--- config.mk ---
export PLATFORM = sky130hd
export DESIGN_NAME = cus_gauge
export DESIGN_NICKNAME = d
export VERILOG_FILES = /design/src/hdl/cus_pkg.sv /design/src/hdl/cus_gauge.sv
export SDC_FILE = /design/constraint.sdc
export NUM_CORES = 2
export LEC_CHECK = 0
export BUFFER_PORTS_ARGS = -buffer_cell sky130_fd_sc_hd__buf_4
export CAP_MARGIN = 20
export CORE_MARGIN = 2
export CORE_UTILIZATION = 55
export DETAILED_ROUTE_END_ITERATION = 6
export PLACE_DENSITY = 0.71
export SLEW_MARGIN = 20
export SYNTH_ARGS = -nofsm -noshare
export SYNTH_HDL_FRONTEND = slang
export SYNTH_SLANG_ARGS = --single-unit
--- constraint.sdc ---
create_clock -name core_clk -period 18.7 [get_ports core_clk]
set_input_delay 3.74 -clock core_clk [delete_from_list [all_inputs] [get_ports core_clk]]
set_output_delay 3.74 -clock core_clk [all_outputs]
set_load 0.005 [all_outputs]
--- src/hdl/cus_pkg.sv ---
// Constants, register map and state encodings for the charge termination and usage statistics block.
package cus_pkg;
  localparam int unsigned CLK_HZ          = 25_000_000;
  localparam int unsigned TICK_S          = 1;
  localparam int unsigned TICK_CYCLES_DEF = TICK_S * CLK_HZ;

  localparam int unsigned MAS_PER_MAH      = 3600;
  localparam int unsigned TAPER_MIN_UAH    = 250;
  localparam logic [31:0] TAPER_MIN_MAS    = 32'(TAPER_MIN_UAH * MAS_PER_MAH / 1000);
  localparam logic [7:0]  LOW_SOC_PCT      = 8'h32;
  localparam logic [7:0]  TAPER_MODE_CODE  = 8'hFF;

  localparam logic [7:0] A_CTRL       = 8'h00;
  localparam logic [7:0] A_STATUS     = 8'h02;
  localparam logic [7:0] A_CHG_VOLT   = 8'h04;
  localparam logic [7:0] A_TAPER_VOLT = 8'h06;
  localparam logic [7:0] A_TAPER_CUR  = 8'h08;
  localparam logic [7:0] A_MIN_CAP    = 8'h0A;
  localparam logic [7:0] A_TAPER_WIN  = 8'h0C;
  localparam logic [7:0] A_SET_PCT    = 8'h0E;
  localparam logic [7:0] A_CLR_PCT    = 8'h10;
  localparam logic [7:0] A_INIT_STBY  = 8'h12;
  localparam logic [7:0] A_ML_SEED    = 8'h14;
  localparam logic [7:0] A_DEADBAND   = 8'h16;
  localparam logic [7:0] A_CC_THRESH  = 8'h18;
  localparam logic [7:0] A_FCC        = 8'h1A;
  localparam logic [7:0] A_STBY_CUR   = 8'h1C;
  localparam logic [7:0] A_MAXLOAD    = 8'h1E;
  localparam logic [7:0] A_CYCLES     = 8'h20;
  localparam logic [7:0] A_REM_CAP    = 8'h22;
  localparam logic [7:0] A_DSG_ACC    = 8'h24;
  localparam logic [7:0] A_NAME_FIRST = 8'h63;
  localparam logic [7:0] A_NAME_LAST  = 8'h69;
  localparam int unsigned NAME_LEN    = 7;

  localparam int unsigned CTRL_REMAINING_FROM_FULL_ON_TERM_BIT = 0;
  localparam int unsigned ST_FULL_BIT    = 0;
  localparam int unsigned ST_CHG_BIT     = 1;
  localparam int unsigned ST_ARMED_BIT   = 2;
  localparam int unsigned ST_FIRST_BIT   = 3;

  localparam logic [15:0] RST_CTRL       = 16'h0001;
  localparam logic [15:0] RST_CHG_VOLT   = 16'h1068;
  localparam logic [15:0] RST_TAPER_VOLT = 16'h0064;
  localparam logic [15:0] RST_TAPER_CUR  = 16'h0064;
  localparam logic [15:0] RST_MIN_CAP    = 16'h0384;
  localparam logic [15:0] RST_TAPER_WIN  = 16'h0028;
  localparam logic [7:0]  RST_SET_PCT    = 8'hFF;
  localparam logic [7:0]  RST_CLR_PCT    = 8'h62;
  localparam logic [15:0] RST_INIT_STBY  = 16'hFFF6;
  localparam logic [15:0] RST_ML_SEED    = 16'hFE0C;
  localparam logic [15:0] RST_DEADBAND   = 16'h0005;
  localparam logic [15:0] RST_CC_THRESH  = 16'h0384;
  localparam logic [15:0] RST_FCC        = 16'h03E8;

  typedef enum logic [1:0] {
    TP_WAIT   = 2'b00,
    TP_FIRST  = 2'b01,
    TP_SECOND = 2'b11
  } cus_taper_e;
endpackage

--- src/hdl/cus_gauge.sv ---
// Charge termination detection, full-charge flag control and usage statistics.
`timescale 1ns/1ps
// Notes on behaviour
// - Both consecutive taper windows must average current below the taper current.
// - Each of those windows must accumulate more than 0.25 mAh of charge.
// - Voltage must exceed charging voltage minus taper voltage margin.
// - Termination sets the full-charge flag and clears the charging flag.
// - On termination with the control bit set, remaining capacity loads full capacity.
// - Requirements must hold for two taper windows; window defaults to 40 s.
// - Detection starts only after charge since start exceeds minimum taper capacity.
// - Qualification starts only when voltage is above the charging reference less margin.
// - Set percentage of -1 selects taper; otherwise full flag follows state of charge.
// - While discharging, full flag clears when state of charge reaches clear percentage.
// - Standby starts at seed; updates each second inside deadband to twice seed range.
// - Max-load starts at seed; replaced when discharge current magnitude exceeds both the seed and the stored max-load.
// - Full charge after discharge below 50% averages max-load with its seed.
// - Discharged capacity accumulates; cycle count increments when it reaches threshold.
// - The discharge accumulator clears only when it equals threshold and count increments.
// - Addresses 0x63 to 0x69 return a seven character name; no other effect.
// - Taper current threshold defaults to 100 mA.
// - Cycle-count threshold defaults to 900 mAh.
// - Charging voltage defaults to 4200 mV and forms the termination voltage reference.
module cus_gauge #(
  parameter int unsigned TICK_CYCLES = cus_pkg::TICK_CYCLES_DEF,
  parameter logic [55:0] NAME_INIT   = 56'h47_41_55_47_45_30_31
) (
  input  wire logic              core_clk,
  input  wire logic              srst,
  input  wire logic signed [15:0] cur_ma,
  input  wire logic [15:0]       volt_mv,
  input  wire logic [7:0]        soc_pct,
  input  wire logic [7:0]        reg_addr,
  input  wire logic [15:0]       reg_wdata,
  input  wire logic              reg_wr,
  input  wire logic              reg_rd,
  output logic [15:0]            reg_rdata,
  output logic                   full_charge_flag,
  output logic                   charging_flag
);
  // Name bytes: the parameter default is arbitrary and identifies no product.
  logic [7:0]  name_mem [cus_pkg::NAME_LEN];
  logic [15:0] ctrl_r, chg_volt_r, taper_volt_r, taper_cur_r, min_cap_r, taper_win_r;
  logic [7:0]  set_pct_r, clr_pct_r;
  logic [15:0] init_stby_r, ml_seed_r, deadband_r, cc_thresh_r, fcc_r;
  logic [15:0] stby_r, maxload_r, cycles_r, rem_cap_r, dsg_mah_r;
  logic [11:0] dsg_mas_r;
  logic [31:0] tick_cnt_r;
  logic        tick;
  logic [31:0] start_chg_r, win_chg_r;
  logic signed [32:0] win_sum_r;
  logic [15:0] win_sec_r;
  logic        win_vok_r;
  logic        fc_r, chg_r, low_seen_r;
  cus_pkg::cus_taper_e tp_r;

  logic [15:0] cur_mag, seed_mag, ml_mag;
  logic        volt_ok, taper_mode, armed, win_end, pass, term_now;
  logic        full_set_percent, fc_clr, dsg, chgi;
  logic signed [32:0] cur_ext, sum_now, thr_now;
  logic [31:0] chg_now;
  logic [16:0] ml_avg;

  always_comb begin
    cur_mag    = cur_ma[15] ? 16'(-cur_ma) : cur_ma;
    seed_mag   = ml_seed_r[15] ? 16'(-ml_seed_r) : ml_seed_r;
    ml_mag     = maxload_r[15] ? 16'(-maxload_r) : maxload_r;
    dsg        = cur_ma[15];
    chgi       = !cur_ma[15] && (cur_ma != 16'sh0000);
    cur_ext    = 33'(cur_ma);
    volt_ok    = {1'b0, volt_mv} > (17'(chg_volt_r) - 17'(taper_volt_r));
    taper_mode = set_pct_r == cus_pkg::TAPER_MODE_CODE;
    armed      = chgi && volt_ok && (start_chg_r > 32'(min_cap_r));
    win_end    = (win_sec_r + 16'h0001) >= taper_win_r;
    sum_now    = win_sum_r + cur_ext;
    chg_now    = win_chg_r + (chgi ? 32'(cur_ma) : 32'h0000_0000);
    thr_now    = 33'(32'(taper_cur_r) * 32'(taper_win_r));
    // Window sum compared against threshold times length avoids a divider.
    pass       = (sum_now < thr_now) && (chg_now > cus_pkg::TAPER_MIN_MAS)
                 && win_vok_r && volt_ok;
    term_now   = tick && chgi && (tp_r == cus_pkg::TP_SECOND) && win_end && pass
                 && taper_mode;
    full_set_percent     = term_now || (!taper_mode && chgi && soc_pct >= set_pct_r);
    fc_clr     = dsg && soc_pct <= clr_pct_r;
    ml_avg     = (17'(signed'(maxload_r)) + 17'(signed'(ml_seed_r))) >>> 1;
  end

  // One-second timebase.
  always_ff @(posedge core_clk) begin
    if (srst) begin
      tick_cnt_r <= 32'h0000_0000;
      tick       <= 1'b0;
    end else if (tick_cnt_r >= TICK_CYCLES - 1) begin
      tick_cnt_r <= 32'h0000_0000;
      tick       <= 1'b1;
    end else begin
      tick_cnt_r <= tick_cnt_r + 32'h0000_0001;
      tick       <= 1'b0;
    end
  end

  // Configuration registers written by software.
  always_ff @(posedge core_clk) begin
    if (srst) begin
      ctrl_r       <= cus_pkg::RST_CTRL;
      chg_volt_r   <= cus_pkg::RST_CHG_VOLT;
      taper_volt_r <= cus_pkg::RST_TAPER_VOLT;
      taper_cur_r  <= cus_pkg::RST_TAPER_CUR;
      min_cap_r    <= cus_pkg::RST_MIN_CAP;
      taper_win_r  <= cus_pkg::RST_TAPER_WIN;
      set_pct_r    <= cus_pkg::RST_SET_PCT;
      clr_pct_r    <= cus_pkg::RST_CLR_PCT;
      init_stby_r  <= cus_pkg::RST_INIT_STBY;
      ml_seed_r    <= cus_pkg::RST_ML_SEED;
      deadband_r   <= cus_pkg::RST_DEADBAND;
      cc_thresh_r  <= cus_pkg::RST_CC_THRESH;
      fcc_r        <= cus_pkg::RST_FCC;
    end else if (reg_wr) begin
      unique case (reg_addr)
        cus_pkg::A_CTRL:       ctrl_r       <= reg_wdata;
        cus_pkg::A_CHG_VOLT:   chg_volt_r   <= reg_wdata;
        cus_pkg::A_TAPER_VOLT: taper_volt_r <= reg_wdata;
        cus_pkg::A_TAPER_CUR:  taper_cur_r  <= reg_wdata;
        cus_pkg::A_MIN_CAP:    min_cap_r    <= reg_wdata;
        cus_pkg::A_TAPER_WIN:  taper_win_r  <= reg_wdata;
        cus_pkg::A_SET_PCT:    set_pct_r    <= reg_wdata[7:0];
        cus_pkg::A_CLR_PCT:    clr_pct_r    <= reg_wdata[7:0];
        cus_pkg::A_INIT_STBY:  init_stby_r  <= reg_wdata;
        cus_pkg::A_ML_SEED:    ml_seed_r    <= reg_wdata;
        cus_pkg::A_DEADBAND:   deadband_r   <= reg_wdata;
        cus_pkg::A_CC_THRESH:  cc_thresh_r  <= reg_wdata;
        cus_pkg::A_FCC:        fcc_r        <= reg_wdata;
        default: ;
      endcase
    end
  end

  // Name storage is plain data and steers nothing.
  for (genvar i = 0; i < cus_pkg::NAME_LEN; i++) begin : g_name
    always_ff @(posedge core_clk) begin
      if (srst) begin
        name_mem[i] <= NAME_INIT[55-8*i -: 8];
      end else if (reg_wr && reg_addr == 8'(cus_pkg::A_NAME_FIRST + i)) begin
        name_mem[i] <= reg_wdata[7:0];
      end
    end
  end

  // Read port: data stands only in the cycle after the strobe.
  always_ff @(posedge core_clk) begin
    if (srst) begin
      reg_rdata <= 16'h0000;
    end else if (!reg_rd) begin
      reg_rdata <= 16'h0000;
    end else if (reg_addr >= cus_pkg::A_NAME_FIRST && reg_addr <= cus_pkg::A_NAME_LAST) begin
      reg_rdata <= {8'h00, name_mem[3'(reg_addr - cus_pkg::A_NAME_FIRST)]};
    end else begin
      unique case (reg_addr)
        cus_pkg::A_CTRL:       reg_rdata <= ctrl_r;
        cus_pkg::A_STATUS:     reg_rdata <= {12'h000, tp_r == cus_pkg::TP_SECOND,
                                             tp_r != cus_pkg::TP_WAIT, chg_r, fc_r};
        cus_pkg::A_CHG_VOLT:   reg_rdata <= chg_volt_r;
        cus_pkg::A_TAPER_VOLT: reg_rdata <= taper_volt_r;
        cus_pkg::A_TAPER_CUR:  reg_rdata <= taper_cur_r;
        cus_pkg::A_MIN_CAP:    reg_rdata <= min_cap_r;
        cus_pkg::A_TAPER_WIN:  reg_rdata <= taper_win_r;
        cus_pkg::A_SET_PCT:    reg_rdata <= {8'h00, set_pct_r};
        cus_pkg::A_CLR_PCT:    reg_rdata <= {8'h00, clr_pct_r};
        cus_pkg::A_INIT_STBY:  reg_rdata <= init_stby_r;
        cus_pkg::A_ML_SEED:    reg_rdata <= ml_seed_r;
        cus_pkg::A_DEADBAND:   reg_rdata <= deadband_r;
        cus_pkg::A_CC_THRESH:  reg_rdata <= cc_thresh_r;
        cus_pkg::A_FCC:        reg_rdata <= fcc_r;
        cus_pkg::A_STBY_CUR:   reg_rdata <= stby_r;
        cus_pkg::A_MAXLOAD:    reg_rdata <= maxload_r;
        cus_pkg::A_CYCLES:     reg_rdata <= cycles_r;
        cus_pkg::A_REM_CAP:    reg_rdata <= rem_cap_r;
        cus_pkg::A_DSG_ACC:    reg_rdata <= dsg_mah_r;
        default:               reg_rdata <= 16'h0000;
      endcase
    end
  end

  // Taper window evaluation.
  always_ff @(posedge core_clk) begin
    if (srst) begin
      tp_r        <= cus_pkg::TP_WAIT;
      start_chg_r <= 32'h0000_0000;
      win_sum_r   <= 33'sh0_0000_0000;
      win_chg_r   <= 32'h0000_0000;
      win_sec_r   <= 16'h0000;
      win_vok_r   <= 1'b1;
    end else if (tick) begin
      start_chg_r <= (chgi && !term_now) ? start_chg_r + 32'(cur_ma) : 32'h0000_0000;
      if (tp_r == cus_pkg::TP_WAIT || !chgi || !taper_mode || fc_r) begin
        tp_r      <= (armed && taper_mode && !fc_r) ? cus_pkg::TP_FIRST : cus_pkg::TP_WAIT;
        win_sum_r <= 33'sh0_0000_0000;
        win_chg_r <= 32'h0000_0000;
        win_sec_r <= 16'h0000;
        win_vok_r <= 1'b1;
      end else if (win_end) begin
        win_sum_r <= 33'sh0_0000_0000;
        win_chg_r <= 32'h0000_0000;
        win_sec_r <= 16'h0000;
        win_vok_r <= 1'b1;
        if (term_now) begin
          tp_r <= cus_pkg::TP_WAIT;
        end else if (pass) begin
          tp_r <= cus_pkg::TP_SECOND;
        end else begin
          tp_r <= cus_pkg::TP_FIRST;
        end
      end else begin
        win_sum_r <= sum_now;
        win_chg_r <= chg_now;
        win_sec_r <= win_sec_r + 16'h0001;
        win_vok_r <= win_vok_r && volt_ok;
      end
    end
  end

  // Full-charge and charging flags; in the same cycle a set wins for the full flag, a clear wins for the charging flag.
  always_ff @(posedge core_clk) begin
    if (srst) begin
      fc_r  <= 1'b0;
      chg_r <= 1'b0;
    end else begin
      if (full_set_percent) begin
        fc_r <= 1'b1;
      end else if (fc_clr) begin
        fc_r <= 1'b0;
      end
      if (term_now || dsg) begin
        chg_r <= 1'b0;
      end else if (tick && cur_mag > deadband_r && !fc_r) begin
        chg_r <= 1'b1;
      end
    end
  end

  // Remaining capacity is only loaded here; other gauging sits outside.
  always_ff @(posedge core_clk) begin
    if (srst) begin
      rem_cap_r <= 16'h0000;
    end else if (term_now && ctrl_r[cus_pkg::CTRL_REMAINING_FROM_FULL_ON_TERM_BIT]) begin
      rem_cap_r <= fcc_r;
    end
  end

  // Standby and max-load statistics.
  always_ff @(posedge core_clk) begin
    if (srst) begin
      stby_r     <= cus_pkg::RST_INIT_STBY;
      maxload_r  <= cus_pkg::RST_ML_SEED;
      low_seen_r <= 1'b0;
    end else begin
      if (reg_wr && reg_addr == cus_pkg::A_INIT_STBY) begin
        stby_r <= reg_wdata;
      end else if (tick && cur_mag > deadband_r
                   && 17'(cur_mag) <= (17'(init_stby_r[15] ? 16'(-init_stby_r) : init_stby_r)
                   << 1)) begin
        stby_r <= cur_ma;
      end
      if (dsg && soc_pct < cus_pkg::LOW_SOC_PCT) begin
        low_seen_r <= 1'b1;
      end else if (full_set_percent && !fc_r) begin
        low_seen_r <= 1'b0;
      end
      if (reg_wr && reg_addr == cus_pkg::A_ML_SEED) begin
        maxload_r <= reg_wdata;
      end else if (full_set_percent && !fc_r && low_seen_r) begin
        maxload_r <= ml_avg[15:0];
      end else if (tick && dsg && cur_mag > seed_mag && cur_mag > ml_mag) begin
        maxload_r <= cur_ma;
      end
    end
  end

  // Discharge accumulator: whole mAh plus a mAs remainder.
  always_ff @(posedge core_clk) begin
    if (srst) begin
      dsg_mas_r <= 12'h000;
      dsg_mah_r <= 16'h0000;
      cycles_r  <= 16'h0000;
    end else if (dsg_mah_r == cc_thresh_r && cc_thresh_r != 16'h0000) begin
      dsg_mah_r <= 16'h0000;
      cycles_r  <= cycles_r + 16'h0001;
    end else if (tick && dsg) begin
      if (32'(dsg_mas_r) + 32'(cur_mag) >= cus_pkg::MAS_PER_MAH) begin
        // Large currents add at most one mAh per second so equality is never skipped.
        dsg_mas_r <= 12'(32'(dsg_mas_r) + 32'(cur_mag) - cus_pkg::MAS_PER_MAH);
        dsg_mah_r <= dsg_mah_r + 16'h0001;
      end else begin
        dsg_mas_r <= 12'(32'(dsg_mas_r) + 32'(cur_mag));
      end
    end
  end

  assign full_charge_flag = fc_r;
  assign charging_flag    = chg_r;

  // Ticks spent in the second window, counted apart from the window timer so that the
  // two-window check does not lean on the logic that it guards.
  logic [15:0] sec_ticks_r;
  always_ff @(posedge core_clk) begin
    if (srst || tp_r != cus_pkg::TP_SECOND) begin
      sec_ticks_r <= 16'h0000;
    end else if (tick) begin
      sec_ticks_r <= sec_ticks_r + 16'h0001;
    end
  end
endmodule

==> out/summary.txt <==
Initial antenna violation count = 7
Synthesis Warnings = 0
Post-synth EDFFs = 56
Hpwl dp = 98.9 mm
Max-slew violation count = 0
Asr flop ratio synth = 0%
Clock slew at reported path FFs = 0.06 ns
Global-route wire length before repair = 212 mm
Period utilization = 56.0%
Worst setup SP type = register
Reg2reg start = taper_cur_r[8]$_SDFFE_PP0P_
Syn Area/Cell = 8.16 µm²
Row count = 101
Post-CTS Hold Fix Bufs = 0
Post-synthesis instance total = 5,149
Clk_lat worst skew = 0.67 ns
Clk buf depth = 3
Most frequent cells in the layout = nand2_1 (727), dfxtp_1 (451), ha_1 (414)
FF-to-FF End = maxload_r[5]$_SDFFE_PP0P_
Number of global-route vias before repair = 36,452
Crit path max fanout = 18
Synth-to-Final Area Change = 8.35%
Synth area leader = dfxtp_1
Max incr delay on CP = 0.87 ns
Vias per Instance = 6.26
Total Routed Length = 137 mm
Hold Crit Class = register to register
Final hold vios = 0
Required time worst endpoint = 19.26 ns
Register area share after synthesis = 25.5%
WL/cell = 22.4 µm
Pre-CTS setup slack = 8.28 ns
Max H-tree Level = 2
R2R depth = 30
Mapped cell area = 0.0420 mm²
Most frequent CP cell = fa_1
TNS Setup = 0 ns
CTS resizes = 0
Synth top area cells = dfxtp_1 (22%), ha_1 (12%), fa_1 (9.5%)
Initial core utilization = 55.4%
Slowest CP cell = dfxtp_1
Post-route ant nets = 0
RSZ-0062 raised after global routing = false
Clk sinks = 508
Setup violators final = 0
Critical Path AT = 11.02 ns
Die Area = 0.0786 mm²
Finished Core Util = 60.0%
Worst-Margin Slew = 1.16 ns
Post-route DRC = 6
Vias = 38,396
CP Launch Point = taper_cur_r[8]$_SDFFE_PP0P_
Failing checks = DRC
NumNets Final = 5,780
Die W = 280 µm
CTS tree = done
Seq cells post-synth = 508
Setup crit end = maxload_r[5]$_SDFFE_PP0P_
Pwr per Cell Area = 62.6 mW/mm²
Peak VDD IR = 0.0629 mV
Initial DRC Count = 4,584
Main flop type after synthesis = dfxtp_1
Post-synth top area share = 21.5%
FMAX = 0.0955 GHz
Pin count of the biggest net entering global routing = 160
Clk_skew = 0.0325 ns
Total GRT Usage = 34.7%
CTS buffer count = 59
Total gr overflow = 0
Core ar. = 0.0758 mm²
DR pass1 iterations = 7
Worst setup margin = 8.23 ns
Leak = 19.6 nW
R2r setup slk = 8.23 ns
Share of layout cells above drive strength 1 = 5.91%
Minimum clock period = 10.47 ns
# IOs = 86
Max Cap Violations = 0
Worst setup EP type = register
Finished Cell Area = 0.0455 mm²
Most common cell after layout, fill and taps aside = nand2_1
Slew HR = 22.4%
Status = complete, but fails checks
Crit path kind = register to register
I/O Buffers = 85
Fillers = 6,847
Library cells used by synthesis = 93
Dpl cell area = 0.0433 mm²
Clock Tree Root = clkbuf_16
Die Height = 280 µm
Total power = 2.85 mW
Final Wtd Congestion = 1.02
Setup bufs post-CTS = 0
## worst max-delay path: cells and delay by family, from the launching register on
kind / cells / cell delay (ns)
flip-flops: 1 / 0.87
AO/OA/AOI/OAI: 13 / 4.06
AND/OR/NAND/NOR: 5 / 1.23
adder cells (fa/ha/maj): 8 / 3.75
buffers and inverters: 3 / 0.16
XOR/XNOR: 1 / 0.29
## flip-flops by register name (all words and copies together), names as in the netlist, 16 cells and up
register,cells
tick_cnt_r,32
chg_volt_r,16
name_mem,56
deadband_r,16
cycles_r,16
win_sec_r,16
win_chg_r,32
ctrl_r,16
taper_win_r,16
reg_rdata,16
start_chg_r,32
init_stby_r,16
taper_cur_r,16
win_sum_r,33
fcc_r,16
rem_cap_r,16
maxload_r,16
min_cap_r,16
ml_seed_r,16
dsg_mah_r,16
cc_thresh_r,16
stby_r,16
taper_volt_r,16
## cell type report
cell class / instances / area (µm²) / share of cell area, %
inverters: 403 / 1510 / 3.33
diodes: 4 / 10.0 / 0.0220
flip-flops and latches: 508 / 10700 / 23.6
repair buffers: 139 / 1070 / 2.34
clock buffers: 77 / 1730 / 3.80
clock inverters: 33 / 424 / 0.932
well taps: 978 / 1220 / 2.69
multi-input cells: 3987 / 28800 / 63.3
## through the flow
| step | hold WS [ns] | std cells |
|---|---|---|
| after floorplan | 0.430 | 5171 |
| after global placement | 0.443 | 6013 |
| final | 0.458 | 6129 |
| after detailed placement | 0.449 | 6013 |
| after global routing | 0.474 | 6125 |
| after CTS | 0.457 | 6123 |
## where the power goes
part	internal [mW]	switching [mW]	total [mW]
sequential	1.12	0.0238	1.15
combinational	0.155	0.258	0.413
clock	0.765	0.527	1.29
total	2.04	0.808	2.85
## worst min path at each step
stage,start,endpoint,cells past startpoint
after floorplan,tick_cnt_r[0]$_SDFF_PP0_,tick_cnt_r[0]$_SDFF_PP0_,1
after global placement,ctrl_r[4]$_SDFFE_PP0P_,ctrl_r[4]$_SDFFE_PP0P_,2
after detailed placement,ctrl_r[2]$_SDFFE_PP0P_,ctrl_r[2]$_SDFFE_PP0P_,2
after CTS,ctrl_r[2]$_SDFFE_PP0P_,ctrl_r[2]$_SDFFE_PP0P_,2
after global routing,ctrl_r[5]$_SDFFE_PP0P_,ctrl_r[5]$_SDFFE_PP0P_,2
final,ctrl_r[2]$_SDFFE_PP0P_,ctrl_r[2]$_SDFFE_PP0P_,2
## metal layers
metal	routed length [µm]	GRT usage, %
met1	56400	47.2
met2	58300	52.1
met3	16100	8.86
met4	6620	15.0
met5	16	0
## cells in the mapped netlist, types with 19 or more instances
library cell and number:
nor4_1 25, a22o_1 31, a222oi_1 28, o21bai_1 19, a22oi_1 70, a211oi_1 32
nor2b_1 58, and2_1 180, fa_1 200, o31ai_1 29, nand2_1 727, o21a_1 41
o211ai_1 29, clkbuf_1 261, ha_1 414, edfxtp_1 56, a21o_1 96, xnor2_1 137
xor2_1 122, a221oi_1 32, inv_1 402, nand3_1 219, dfxtp_1 452, or3_1 39
nor2_1 269, mux2i_1 48, a31oi_1 38, nand2b_1 70, nand4_1 53, o21ai_0 191
nor3_1 89, a21oi_1 408, and3_1 48
## cell families (layout without fill, tap and decap cells)
| kind of cell | Yosys count | in the layout | synth area share, % |
|---|---|---|---|
| AO/OA/AOI/OAI | 1165 | 1165 | 18.0 |
| XOR/XNOR | 260 | 260 | 5.46 |
| adder cells (fa/ha/maj) | 614 | 614 | 21.9 |
| buffers and inverters | 676 | 652 | 6.12 |
| flip-flops | 508 | 508 | 25.5 |
| AND/OR/NAND/NOR | 1868 | 1868 | 21.4 |
| other | 1 | 27 | 0.00893 |
| multiplexers | 57 | 57 | 1.60 |
No activity file was read; power rests on OpenSTA's default activity.
